**config.mk**
```make
export PLATFORM = sky130hd
export DESIGN_NAME = cfgdbg_loader
export DESIGN_NICKNAME = d
export VERILOG_FILES = /design/src/hdl/cfgdbg_pkg.sv /design/src/hdl/cfgdbg_loader.sv
export SDC_FILE = /design/constraint.sdc
export NUM_CORES = 1
export LEC_CHECK = 0
export BUFFER_PORTS_ARGS = -buffer_cell sky130_fd_sc_hd__clkbuf_2
export CORE_MARGIN = 3
export CORE_UTILIZATION = 44
export DETAILED_ROUTE_END_ITERATION = 6
export PLACE_DENSITY = 0.77
export SLEW_MARGIN = 20
export SYNTH_ARGS = -nofsm -noshare
export SYNTH_HDL_FRONTEND = slang
export SYNTH_SLANG_ARGS = --single-unit
```
**constraint.sdc**
```tcl
create_clock -name clk_sys -period 3.37 [get_ports clk_sys]
set_input_delay 0.337 -clock clk_sys [delete_from_list [all_inputs] [get_ports clk_sys]]
set_output_delay 0.337 -clock clk_sys [all_outputs]
set_load 0.02 [all_outputs]
```
**src/hdl/cfgdbg_pkg.sv**
```systemverilog
// Option byte layout, commands, states and reset values of the config loader
// Functional notes
// - In debug mode the fast oscillator stays on; switch-off requests are ignored.
// - Power-down during debug mode leaves the fast oscillator enabled.
// - Debugger accesses are accepted only while the core is halted.
// - On debug halt, PWM pins float if option bit 5 is 1, else run.
// - PWM floating applies only to channels whose pin output enable is 1.
// - Debug is active only with debug-enable option 0 and lock option 1.
// - Non-software resets boot application area if bit 7 is 1, else loader.
// - Software reset does not reload options; software boot choice survives it.
// - Option bit 2 at 1 makes the shared pin reset; 0 makes plain input.
// - With lock bit 0, external flash reads return all-ones bytes.
// - Locked chip rejects flash programming from the external paths.
// - Option byte always readable; locked, not programmable on its own from the external path.
// - Only whole-chip erase clears lock, erasing flash and all options.
// - Lock state never affects self-programming by software on the device.
// - After reset, options with run-time copies load into control bits.
// - With debug active, debug data and clock pins serve only the link.
package cfgdbg_pkg;
  localparam int         OPT_W       = 8;
  localparam int         ADDR_W      = 16;
  localparam int         OPT_BOOT    = 7;
  localparam int         OPT_PWMFLT  = 5;
  localparam int         OPT_DBGEN   = 4;
  localparam int         OPT_RSTPIN  = 2;
  localparam int         OPT_LOCK    = 1;
  localparam logic [7:0] OPT_ERASED  = 8'hFF;
  localparam logic [7:0] OPT_USED    = 8'hB6;
  localparam logic [7:0] FLASH_BLANK = 8'hFF;
  localparam int         CTL_SOFTWARE_RESET_TRIGGER   = 7;
  localparam int         CTL_FAIL    = 6;
  localparam int         CTL_BOOT    = 1;
  localparam int         CTL_SPEN    = 0;
  localparam logic [7:0] CTL_RESET   = 8'h00;
  localparam logic [7:0] CTL_WMASK   = 8'h03;

  typedef enum logic [2:0] {
    CMD_RD_FLASH   = 3'h0,
    CMD_PG_FLASH   = 3'h1,
    CMD_RD_OPT     = 3'h2,
    CMD_PG_OPT     = 3'h3,
    CMD_CHIP_ERASE = 3'h4
  } cfgdbg_cmd_t;

  typedef enum logic [2:0] {
    ST_IDLE = 3'b001,
    ST_WAIT = 3'b010,
    ST_DONE = 3'b100
  } cfgdbg_state_t;

  typedef struct packed {
    logic              req;
    cfgdbg_cmd_t       cmd;
    logic [ADDR_W-1:0] addr;
    logic [OPT_W-1:0]  data;
  } cfgdbg_req_t;

  typedef struct packed {
    logic bootApp;
    logic pwmFloat;
    logic dbgEnN;
    logic rstPinEn;
    logic unlocked;
  } cfgdbg_opt_t;
endpackage : cfgdbg_pkg

```
**src/hdl/cfgdbg_loader.sv**
```systemverilog
// Option byte loader, lock gate and debug pin and clock control
`timescale 1ns/1ns
module cfgdbg_loader
  import cfgdbg_pkg::*;
#(
  parameter int PWM_CH = 6
) (
  input  wire logic              clk_sys,
  input  wire logic              rst,
  input  wire logic [OPT_W-1:0]  optionNv,
  input  wire logic              sfrWrEn,
  input  wire logic [OPT_W-1:0]  sfrWData,
  input  wire logic              oscOffReq,
  input  wire logic              oscOnReq,
  input  wire logic              powerDown,
  input  wire logic              cpuHalted,
  input  wire logic              dbgAccReq,
  input  wire logic [PWM_CH-1:0] pwmIn,
  input  wire logic [PWM_CH-1:0] pwmPinOutEn,
  input  wire logic              rstPinIn,
  input  wire logic              pin00In,
  input  wire logic              pin01In,
  input  wire logic              gpio00Out,
  input  wire logic              gpio00OeN,
  input  wire logic              gpio01Out,
  input  wire logic              gpio01OeN,
  input  wire logic              dbgDataOut,
  input  wire logic              dbgDataOeN,
  input  cfgdbg_req_t            extReq,
  input  cfgdbg_req_t            iapReq,
  input  wire logic [OPT_W-1:0]  flashRData,
  output logic [OPT_W-1:0]       chipCtrl_ff,
  output logic                   coreSwReset_ff,
  output logic                   debugActive_ff,
  output logic                   fastOscEn_ff,
  output logic                   dbgAccGrant_ff,
  output logic                   dbgAccReject_ff,
  output logic [PWM_CH-1:0]      pwmPinOut_ff,
  output logic [PWM_CH-1:0]      pwmPinOeN_ff,
  output logic                   extResetReq_ff,
  output logic                   p12In_ff,
  output logic                   pin00Out_ff,
  output logic                   pin00OeN_ff,
  output logic                   pin01Out_ff,
  output logic                   pin01OeN_ff,
  output logic                   gpio00In_ff,
  output logic                   gpio01In_ff,
  output logic                   dbgDataIn_ff,
  output logic                   dbgClkIn_ff,
  output logic                   extAck_ff,
  output logic                   extOk_ff,
  output logic [OPT_W-1:0]       extRData_ff,
  output logic                   iapAck_ff,
  output logic [OPT_W-1:0]       iapRData_ff,
  output logic [ADDR_W-1:0]      flashAddr_ff,
  output logic                   flashRdEn_ff,
  output logic                   flashPgm_ff,
  output logic [OPT_W-1:0]       flashWData_ff,
  output logic                   flashEraseAll_ff,
  output logic                   optPgm_ff,
  output logic [OPT_W-1:0]       optWData_ff
);

  // ------------------------------------------------------------
  // Pin synchronisers
  // ------------------------------------------------------------
  logic [2:0] pinMeta_ff;
  logic [2:0] pinSync_ff;
  logic [2:0] nxt_pinMeta;
  logic [2:0] nxt_pinSync;

  always_comb begin
    nxt_pinMeta = {rstPinIn, pin01In, pin00In};
    nxt_pinSync = pinMeta_ff;
  end

  always_ff @(posedge clk_sys or posedge rst) begin
    if (rst) begin
      pinMeta_ff <= 3'h7;
      pinSync_ff <= 3'h7;
    end else begin
      pinMeta_ff <= nxt_pinMeta;
      pinSync_ff <= nxt_pinSync;
    end
  end

  // ------------------------------------------------------------
  // Option reload and chip control register
  // ------------------------------------------------------------
  cfgdbg_opt_t opt_ff;
  cfgdbg_opt_t nxt_opt;
  logic        loadPend_ff;
  logic        nxt_loadPend;
  logic [7:0]  nxt_chipCtrl;
  logic        nxt_coreSwReset;
  logic        nxt_debugActive;
  logic        iapFail;

  always_comb begin
    nxt_opt         = opt_ff;
    nxt_loadPend    = 1'b0;
    nxt_chipCtrl    = chipCtrl_ff;
    nxt_coreSwReset = 1'b0;
    if (loadPend_ff) begin
      nxt_opt.bootApp  = optionNv[OPT_BOOT];
      nxt_opt.pwmFloat = optionNv[OPT_PWMFLT];
      nxt_opt.dbgEnN   = optionNv[OPT_DBGEN];
      nxt_opt.rstPinEn = optionNv[OPT_RSTPIN];
      nxt_opt.unlocked = optionNv[OPT_LOCK];
      nxt_chipCtrl[CTL_BOOT] = optionNv[OPT_BOOT];
    end else if (sfrWrEn) begin
      nxt_chipCtrl = (chipCtrl_ff & ~CTL_WMASK) | (sfrWData & CTL_WMASK);
      // Fail flag only clears on a written zero
      if (!sfrWData[CTL_FAIL]) begin
        nxt_chipCtrl[CTL_FAIL] = 1'b0;
      end
      nxt_coreSwReset = sfrWData[CTL_SOFTWARE_RESET_TRIGGER];
    end
    // Hardware set wins over a software clear
    if (iapFail) begin
      nxt_chipCtrl[CTL_FAIL] = 1'b1;
    end
    nxt_debugActive = !nxt_opt.dbgEnN && nxt_opt.unlocked;
  end

  always_ff @(posedge clk_sys or posedge rst) begin
    if (rst) begin
      opt_ff         <= cfgdbg_opt_t'(5'h1F);
      loadPend_ff    <= 1'b1;
      chipCtrl_ff    <= CTL_RESET;
      coreSwReset_ff <= 1'b0;
      debugActive_ff <= 1'b0;
    end else begin
      opt_ff         <= nxt_opt;
      loadPend_ff    <= nxt_loadPend;
      chipCtrl_ff    <= nxt_chipCtrl;
      coreSwReset_ff <= nxt_coreSwReset;
      debugActive_ff <= nxt_debugActive;
    end
  end

  // ------------------------------------------------------------
  // Fast oscillator and debugger access gate
  // ------------------------------------------------------------
  logic nxt_fastOscEn;
  logic nxt_dbgAccGrant;
  logic nxt_dbgAccReject;

  always_comb begin
    nxt_fastOscEn = fastOscEn_ff;
    if (oscOnReq) begin
      nxt_fastOscEn = 1'b1;
    end else if (oscOffReq && !debugActive_ff) begin
      nxt_fastOscEn = 1'b0;
    end
    if (debugActive_ff) begin
      nxt_fastOscEn = 1'b1;
    end
    nxt_dbgAccGrant  = dbgAccReq && debugActive_ff && cpuHalted && !powerDown;
    nxt_dbgAccReject = dbgAccReq && !nxt_dbgAccGrant;
  end

  always_ff @(posedge clk_sys or posedge rst) begin
    if (rst) begin
      fastOscEn_ff    <= 1'b1;
      dbgAccGrant_ff  <= 1'b0;
      dbgAccReject_ff <= 1'b0;
    end else begin
      fastOscEn_ff    <= nxt_fastOscEn;
      dbgAccGrant_ff  <= nxt_dbgAccGrant;
      dbgAccReject_ff <= nxt_dbgAccReject;
    end
  end

  // ------------------------------------------------------------
  // Shared pins and PWM outputs
  // ------------------------------------------------------------
  logic [PWM_CH-1:0] nxt_pwmPinOut;
  logic [PWM_CH-1:0] nxt_pwmPinOeN;
  logic              haltFloat;

  assign haltFloat = debugActive_ff && cpuHalted && opt_ff.pwmFloat;

  genvar ch;
  generate
    for (ch = 0; ch < PWM_CH; ch++) begin : gPwm
      always_comb begin
        nxt_pwmPinOut[ch] = pwmIn[ch];
        nxt_pwmPinOeN[ch] = !pwmPinOutEn[ch] || haltFloat;
      end
    end
  endgenerate

  always_ff @(posedge clk_sys or posedge rst) begin
    if (rst) begin
      pwmPinOut_ff <= '0;
      pwmPinOeN_ff <= '1;
    end else begin
      pwmPinOut_ff <= nxt_pwmPinOut;
      pwmPinOeN_ff <= nxt_pwmPinOeN;
    end
  end

  logic nxt_extResetReq;
  logic nxt_p12In;
  logic nxt_pin00Out;
  logic nxt_pin00OeN;
  logic nxt_pin01OeN;
  logic nxt_gpio00In;
  logic nxt_gpio01In;
  logic nxt_dbgDataIn;
  logic nxt_dbgClkIn;

  always_comb begin
    nxt_extResetReq = opt_ff.rstPinEn && !pinSync_ff[2];
    nxt_p12In       = opt_ff.rstPinEn ? 1'b1 : pinSync_ff[2];
    if (debugActive_ff) begin
      nxt_pin00Out  = dbgDataOut;
      nxt_pin00OeN  = dbgDataOeN;
      nxt_pin01OeN  = 1'b1;
      nxt_gpio00In  = 1'b1;
      nxt_gpio01In  = 1'b1;
      nxt_dbgDataIn = pinSync_ff[0];
      nxt_dbgClkIn  = pinSync_ff[1];
    end else begin
      nxt_pin00Out  = gpio00Out;
      nxt_pin00OeN  = gpio00OeN;
      nxt_pin01OeN  = gpio01OeN;
      nxt_gpio00In  = pinSync_ff[0];
      nxt_gpio01In  = pinSync_ff[1];
      nxt_dbgDataIn = 1'b1;
      nxt_dbgClkIn  = 1'b0;
    end
  end

  always_ff @(posedge clk_sys or posedge rst) begin
    if (rst) begin
      extResetReq_ff <= 1'b0;
      p12In_ff       <= 1'b1;
      pin00Out_ff    <= 1'b1;
      pin00OeN_ff    <= 1'b1;
      pin01Out_ff    <= 1'b1;
      pin01OeN_ff    <= 1'b1;
      gpio00In_ff    <= 1'b1;
      gpio01In_ff    <= 1'b1;
      dbgDataIn_ff   <= 1'b1;
      dbgClkIn_ff    <= 1'b0;
    end else begin
      extResetReq_ff <= nxt_extResetReq;
      p12In_ff       <= nxt_p12In;
      pin00Out_ff    <= nxt_pin00Out;
      pin00OeN_ff    <= nxt_pin00OeN;
      pin01Out_ff    <= gpio01Out;
      pin01OeN_ff    <= nxt_pin01OeN;
      gpio00In_ff    <= nxt_gpio00In;
      gpio01In_ff    <= nxt_gpio01In;
      dbgDataIn_ff   <= nxt_dbgDataIn;
      dbgClkIn_ff    <= nxt_dbgClkIn;
    end
  end

  // ------------------------------------------------------------
  // Flash and option access sequencer
  // ------------------------------------------------------------
  cfgdbg_state_t     state_ff;
  cfgdbg_state_t     nxt_state;
  logic              fromExt_ff;
  logic              nxt_fromExt;
  cfgdbg_cmd_t       cmd_ff;
  cfgdbg_cmd_t       nxt_cmd;
  logic              nxt_extAck;
  logic              nxt_extOk;
  logic [OPT_W-1:0]  nxt_extRData;
  logic              nxt_iapAck;
  logic [OPT_W-1:0]  nxt_iapRData;
  logic [ADDR_W-1:0] nxt_flashAddr;
  logic              nxt_flashRdEn;
  logic              nxt_flashPgm;
  logic [OPT_W-1:0]  nxt_flashWData;
  logic              nxt_flashEraseAll;
  logic              nxt_optPgm;
  logic [OPT_W-1:0]  nxt_optWData;
  logic              locked;
  cfgdbg_req_t       req;

  // Lock follows the live option cells so a chip erase unlocks at once
  assign locked = !optionNv[OPT_LOCK];
  assign req    = extReq.req ? extReq : iapReq;

  always_comb begin
    nxt_state         = state_ff;
    nxt_fromExt       = fromExt_ff;
    nxt_cmd           = cmd_ff;
    nxt_extAck        = 1'b0;
    nxt_extOk         = extOk_ff;
    nxt_extRData      = extRData_ff;
    nxt_iapAck        = 1'b0;
    nxt_iapRData      = iapRData_ff;
    nxt_flashAddr     = flashAddr_ff;
    nxt_flashRdEn     = 1'b0;
    nxt_flashPgm      = 1'b0;
    nxt_flashWData    = flashWData_ff;
    nxt_flashEraseAll = 1'b0;
    nxt_optPgm        = 1'b0;
    nxt_optWData      = optWData_ff;
    iapFail           = 1'b0;
    case (state_ff)
      ST_IDLE: begin
        if (extReq.req || iapReq.req) begin
          nxt_fromExt   = extReq.req;
          nxt_cmd       = req.cmd;
          nxt_flashAddr = req.addr;
          nxt_state     = ST_WAIT;
          nxt_extOk     = 1'b1;
          if (!extReq.req && !chipCtrl_ff[CTL_SPEN]) begin
            iapFail   = 1'b1;
            nxt_state = ST_DONE;
            nxt_iapAck = 1'b1;
          end else begin
            case (req.cmd)
              CMD_RD_FLASH: begin
                nxt_flashRdEn = 1'b1;
              end
              CMD_PG_FLASH: begin
                nxt_flashPgm   = !(extReq.req && locked);
                nxt_flashWData = req.data;
                nxt_extOk      = !locked;
              end
              CMD_PG_OPT: begin
                // no single option write from the external path when locked
                nxt_optPgm   = !(extReq.req && locked);
                nxt_optWData = optionNv & (req.data | ~OPT_USED);
                nxt_extOk    = !locked;
              end
              CMD_CHIP_ERASE: begin
                nxt_flashEraseAll = 1'b1;
                nxt_optPgm        = 1'b1;
                nxt_optWData      = OPT_ERASED;
              end
              default: begin
                nxt_extOk = 1'b1;
              end
            endcase
          end
        end
      end
      ST_WAIT: begin
        nxt_state = ST_DONE;
        if (fromExt_ff) begin
          nxt_extAck = 1'b1;
          if (cmd_ff == CMD_RD_FLASH) begin
            nxt_extRData = locked ? FLASH_BLANK : flashRData;
          end else if (cmd_ff == CMD_RD_OPT) begin
            nxt_extRData = optionNv;
          end
        end else begin
          nxt_iapAck = 1'b1;
          if (cmd_ff == CMD_RD_FLASH) begin
            nxt_iapRData = flashRData;
          end else if (cmd_ff == CMD_RD_OPT) begin
            nxt_iapRData = optionNv;
          end
        end
      end
      ST_DONE: begin
        nxt_state = ST_IDLE;
      end
      default: begin
        nxt_state = ST_IDLE;
      end
    endcase
  end

  always_ff @(posedge clk_sys or posedge rst) begin
    if (rst) begin
      state_ff         <= ST_IDLE;
      fromExt_ff       <= 1'b0;
      cmd_ff           <= CMD_RD_FLASH;
      extAck_ff        <= 1'b0;
      extOk_ff         <= 1'b0;
      extRData_ff      <= FLASH_BLANK;
      iapAck_ff        <= 1'b0;
      iapRData_ff      <= FLASH_BLANK;
      flashAddr_ff     <= '0;
      flashRdEn_ff     <= 1'b0;
      flashPgm_ff      <= 1'b0;
      flashWData_ff    <= FLASH_BLANK;
      flashEraseAll_ff <= 1'b0;
      optPgm_ff        <= 1'b0;
      optWData_ff      <= OPT_ERASED;
    end else begin
      state_ff         <= nxt_state;
      fromExt_ff       <= nxt_fromExt;
      cmd_ff           <= nxt_cmd;
      extAck_ff        <= nxt_extAck;
      extOk_ff         <= nxt_extOk;
      extRData_ff      <= nxt_extRData;
      iapAck_ff        <= nxt_iapAck;
      iapRData_ff      <= nxt_iapRData;
      flashAddr_ff     <= nxt_flashAddr;
      flashRdEn_ff     <= nxt_flashRdEn;
      flashPgm_ff      <= nxt_flashPgm;
      flashWData_ff    <= nxt_flashWData;
      flashEraseAll_ff <= nxt_flashEraseAll;
      optPgm_ff        <= nxt_optPgm;
      optWData_ff      <= nxt_optWData;
    end
  end

endmodule : cfgdbg_loader

```
==> metrics.txt <==
worst reg-to-reg setup slack=~1.1 ns; # nets final=661; final setup violation count=0; setup TNS=0 ns; share of layout cells above drive strength 1=a little over half; max-cap viol count=0; max_slew headroom=39.3%; GRT overflow=0; minimum clock period=2.28 ns; Initial DRT Pass Iterations=4; R2R depth=4; clock skew=0.0124 ns; final slew viol count=0; clk slew on worst S/H paths=0.11 ns; sequential share of power=46.5%; Hold Crit Class=in -> reg; switching portion of total power=38.6%; worst r2r src=state_ff[0]$_DFFE_PP1P_; Max Clk Rate=0.438 GHz; gpl congestion=0.844; clk buf depth=2; Die Wd=104 um; Clk pwr share=between 10% and 20%; dpl hpwl=7830 um; io pins=199; final core occ=58.8%; Fin Hold WS=between 0.05 and 0.06 ns; Leak Pwr=2.71 nW; Hold Fails Final Rpt=0; logic gate share of total power=35.6%; Cell Area, Placed=5250 um^2; Worst Hold Depth=1; Synth cell types=42; Crit path required time=3.64 ns; core area=about 9300 um^2; top cells by area, synth=dfstp_2, dfrtp_1, mux2i_1, nor2_1, a21oi_1; crit end category=register; cell-internal power=0.00260 W; post-layout power=about 0.0042 W; DRT antenna net count=0; via count=between 3,000 and 4,000; most common cell after layout, fill and taps aside=clkbuf_2; drt drc=0; Psw=0.00164 W; Num CTS Buffers=9; run status=complete, no violations; hold_sp=rstPinIn; via/cell ratio=4.86; hold path endpoint=nxt_pinSync[2]$_DFF_PP1_; FF-to-FF End=flashWData_ff[1]$_DFFE_PP1P_; routed wire length per instance=14.6 um; Final period util=between 60 and 70%; postcts setup bufs=0; latest clock arrival within the worst-skew pair=0.36 ns; Resized cells post-CTS=0; largest net degree at the start of global routing=41; Critical Path Fanout Max=17; row count=35; Worst VDD drop=0.000341 V; most frequent cells in the layout=clkbuf_2, dfstp_2, nor2_1; WL final=between 10,000 and 15,000 um; post-synthesis cell count=about 360; area leader, netlist=dfstp_2; ant diodes=0; Crit Path Class=reg -> reg; CTS sink count=103; Design Area, Final=5460 um^2; syn_area_per_cell=11.6 um^2; Yosys reg bits=slightly above 100; initial DRC count=77; Die Y=104 um; CP Launch Type=register; share of Yosys cell area claimed by the top area cell type=36.9%; vias in the first global route=3,371; area grow syn2layout=29.9%; port bufs=189; Post-Syn Area=4210 um^2; Worst EP arrival=2.55 ns; Initial Utilization=45.3%; YS warnings=0; CTS tree=built; initial antenna violation count=0; Root Driver=clkbuf_8; first-pass GRT wire length=between 15,000 and 20,000 um; RSZ-0062 raised after global routing=false; H-tree depth=3; worst-margin pin slew=0.910 ns; PwrDens=776 nW/um^2; Die ar.=10,800 um^2; gr usage total=18.7%; register area share after synthesis=63.0%
-- routing by layer --
layer  up-vias  share of wire, %  GRT usage [%]  routed length [um]
met5         -                 0              0                   0
met4         0               2.2           8.07                 216
met3        14               6.4           4.49                 638
met2       130                52           32.2                5210
met1      1590                40           22.3                3970
li1       1601                 -              -                   -
-- metrics by stage --
| step | instances | setup slack, ns |
|---|---|---|
| 4_1_cts | 686 | 1.08 |
| 2_1_floorplan | 367 | 0.427 |
| 3_5_place_dp | 669 | 0.763 |
| 6_report | 686 | 1.09 |
| 3_3_place_gp | 669 | 0.880 |
| 5_1_grt | 686 | 0.939 |
-- cell usage after synthesis (all sizes together) --
cell      n
a2111oi   1
a211oi    1
a21oi    35
a22o      1
a31oi     4
a32o      2
a32oi     1
and2      3
and3      2
and4b     1
buf      13
clkbuf    7
conb      1
dfrtp    44
dfstp    59
inv      13
mux2      9
mux2i    30
nand2    33
nand2b    7
nand3     3
nand3b    2
nor2     47
nor2b     4
nor3      2
nor3b     2
o21a      2
o21ai    12
o221ai    5
o22a      3
o22ai     4
o32ai     1
or2       5
or3       1
or3b      2
-- registers in the layout (all words and copies together) (netlist names), 3 cells and up --
signal and flops:
flashWData_ff 8, extRData_ff 8, cmd_ff 3, iapRData_ff 8, flashAddr_ff 16, chipCtrl_ff 3
pwmPinOeN_ff 6, pinSync_ff 3, nxt_pinSync 3, pwmPinOut_ff 6, optWData_ff 8, state_ff 3
opt_ff 4
-- layout make-up --
class,count,area [um^2]
Sequential cell,103,2650
Timing Repair Buffer,194,986
Tap cell,129,161
Multi-Input combinational cell,231,1410
Fill cell,823,3820
Clock buffer,10,138
Clock inverter,6,62.6
Inverter,13,51.3
-- cells by family (layout without fill, tap and decap cells) --
kind of cell / count (synthesis) / after routing / share of synthesized area [%]
AO/OA/AOI/OAI: 72 / 72 / 10.8
buffers and inverters: 33 / 223 / 3.90
flip-flops: 103 / 103 / 63.0
multiplexers: 39 / 39 / 9.55
other: 1 / 6 / 0.0891
AND/OR/NAND/NOR: 114 / 114 / 12.6
-- repair_timing --
item,CTS,global route
endpoints found under the setup margin,0,0
hold buffers,1,0
endpoints found under the hold margin,8,0
-- power by group through the flow --
stage / registers, W / clock network (W) / logic (W)
CTS: 0.00198 / 0.000787 / 0.00153
global route: 0.00203 / 0.000841 / 0.00165
floorplan: 0.00237 / 0 / 0.000600
finish: 0.00197 / 0.000758 / 0.00151
detailed placement: 0.00199 / 0 / 0.00153
global placement: 0.00198 / 0 / 0.00148
-- worst max path at each step --
stage                                        from                           end  slack [ns]
after global routing      state_ff[0]$_DFFE_PP1P_  flashWData_ff[1]$_DFFE_PP1P_        0.94
after floorplan                               rst    chipCtrl_ff[0]$_DFFE_PP0P_        0.43
after detailed placement               extReq[27]  flashWData_ff[1]$_DFFE_PP1P_        0.76
final                     state_ff[0]$_DFFE_PP1P_  flashWData_ff[1]$_DFFE_PP1P_        1.09
after global placement                 extReq[27]  flashWData_ff[1]$_DFFE_PP1P_        0.88
after CTS                 state_ff[0]$_DFFE_PP1P_  flashWData_ff[1]$_DFFE_PP1P_        1.08
-- worst max-delay path, cell delays in order, from the launching register on --
cell and delay [ns]:
dfstp_2 0.56, or3b_2 0.50, a2111oi_4 0.86, nor2_1 0.07
a31oi_1 0.21
No activity file was read; power rests on OpenSTA's default activity.
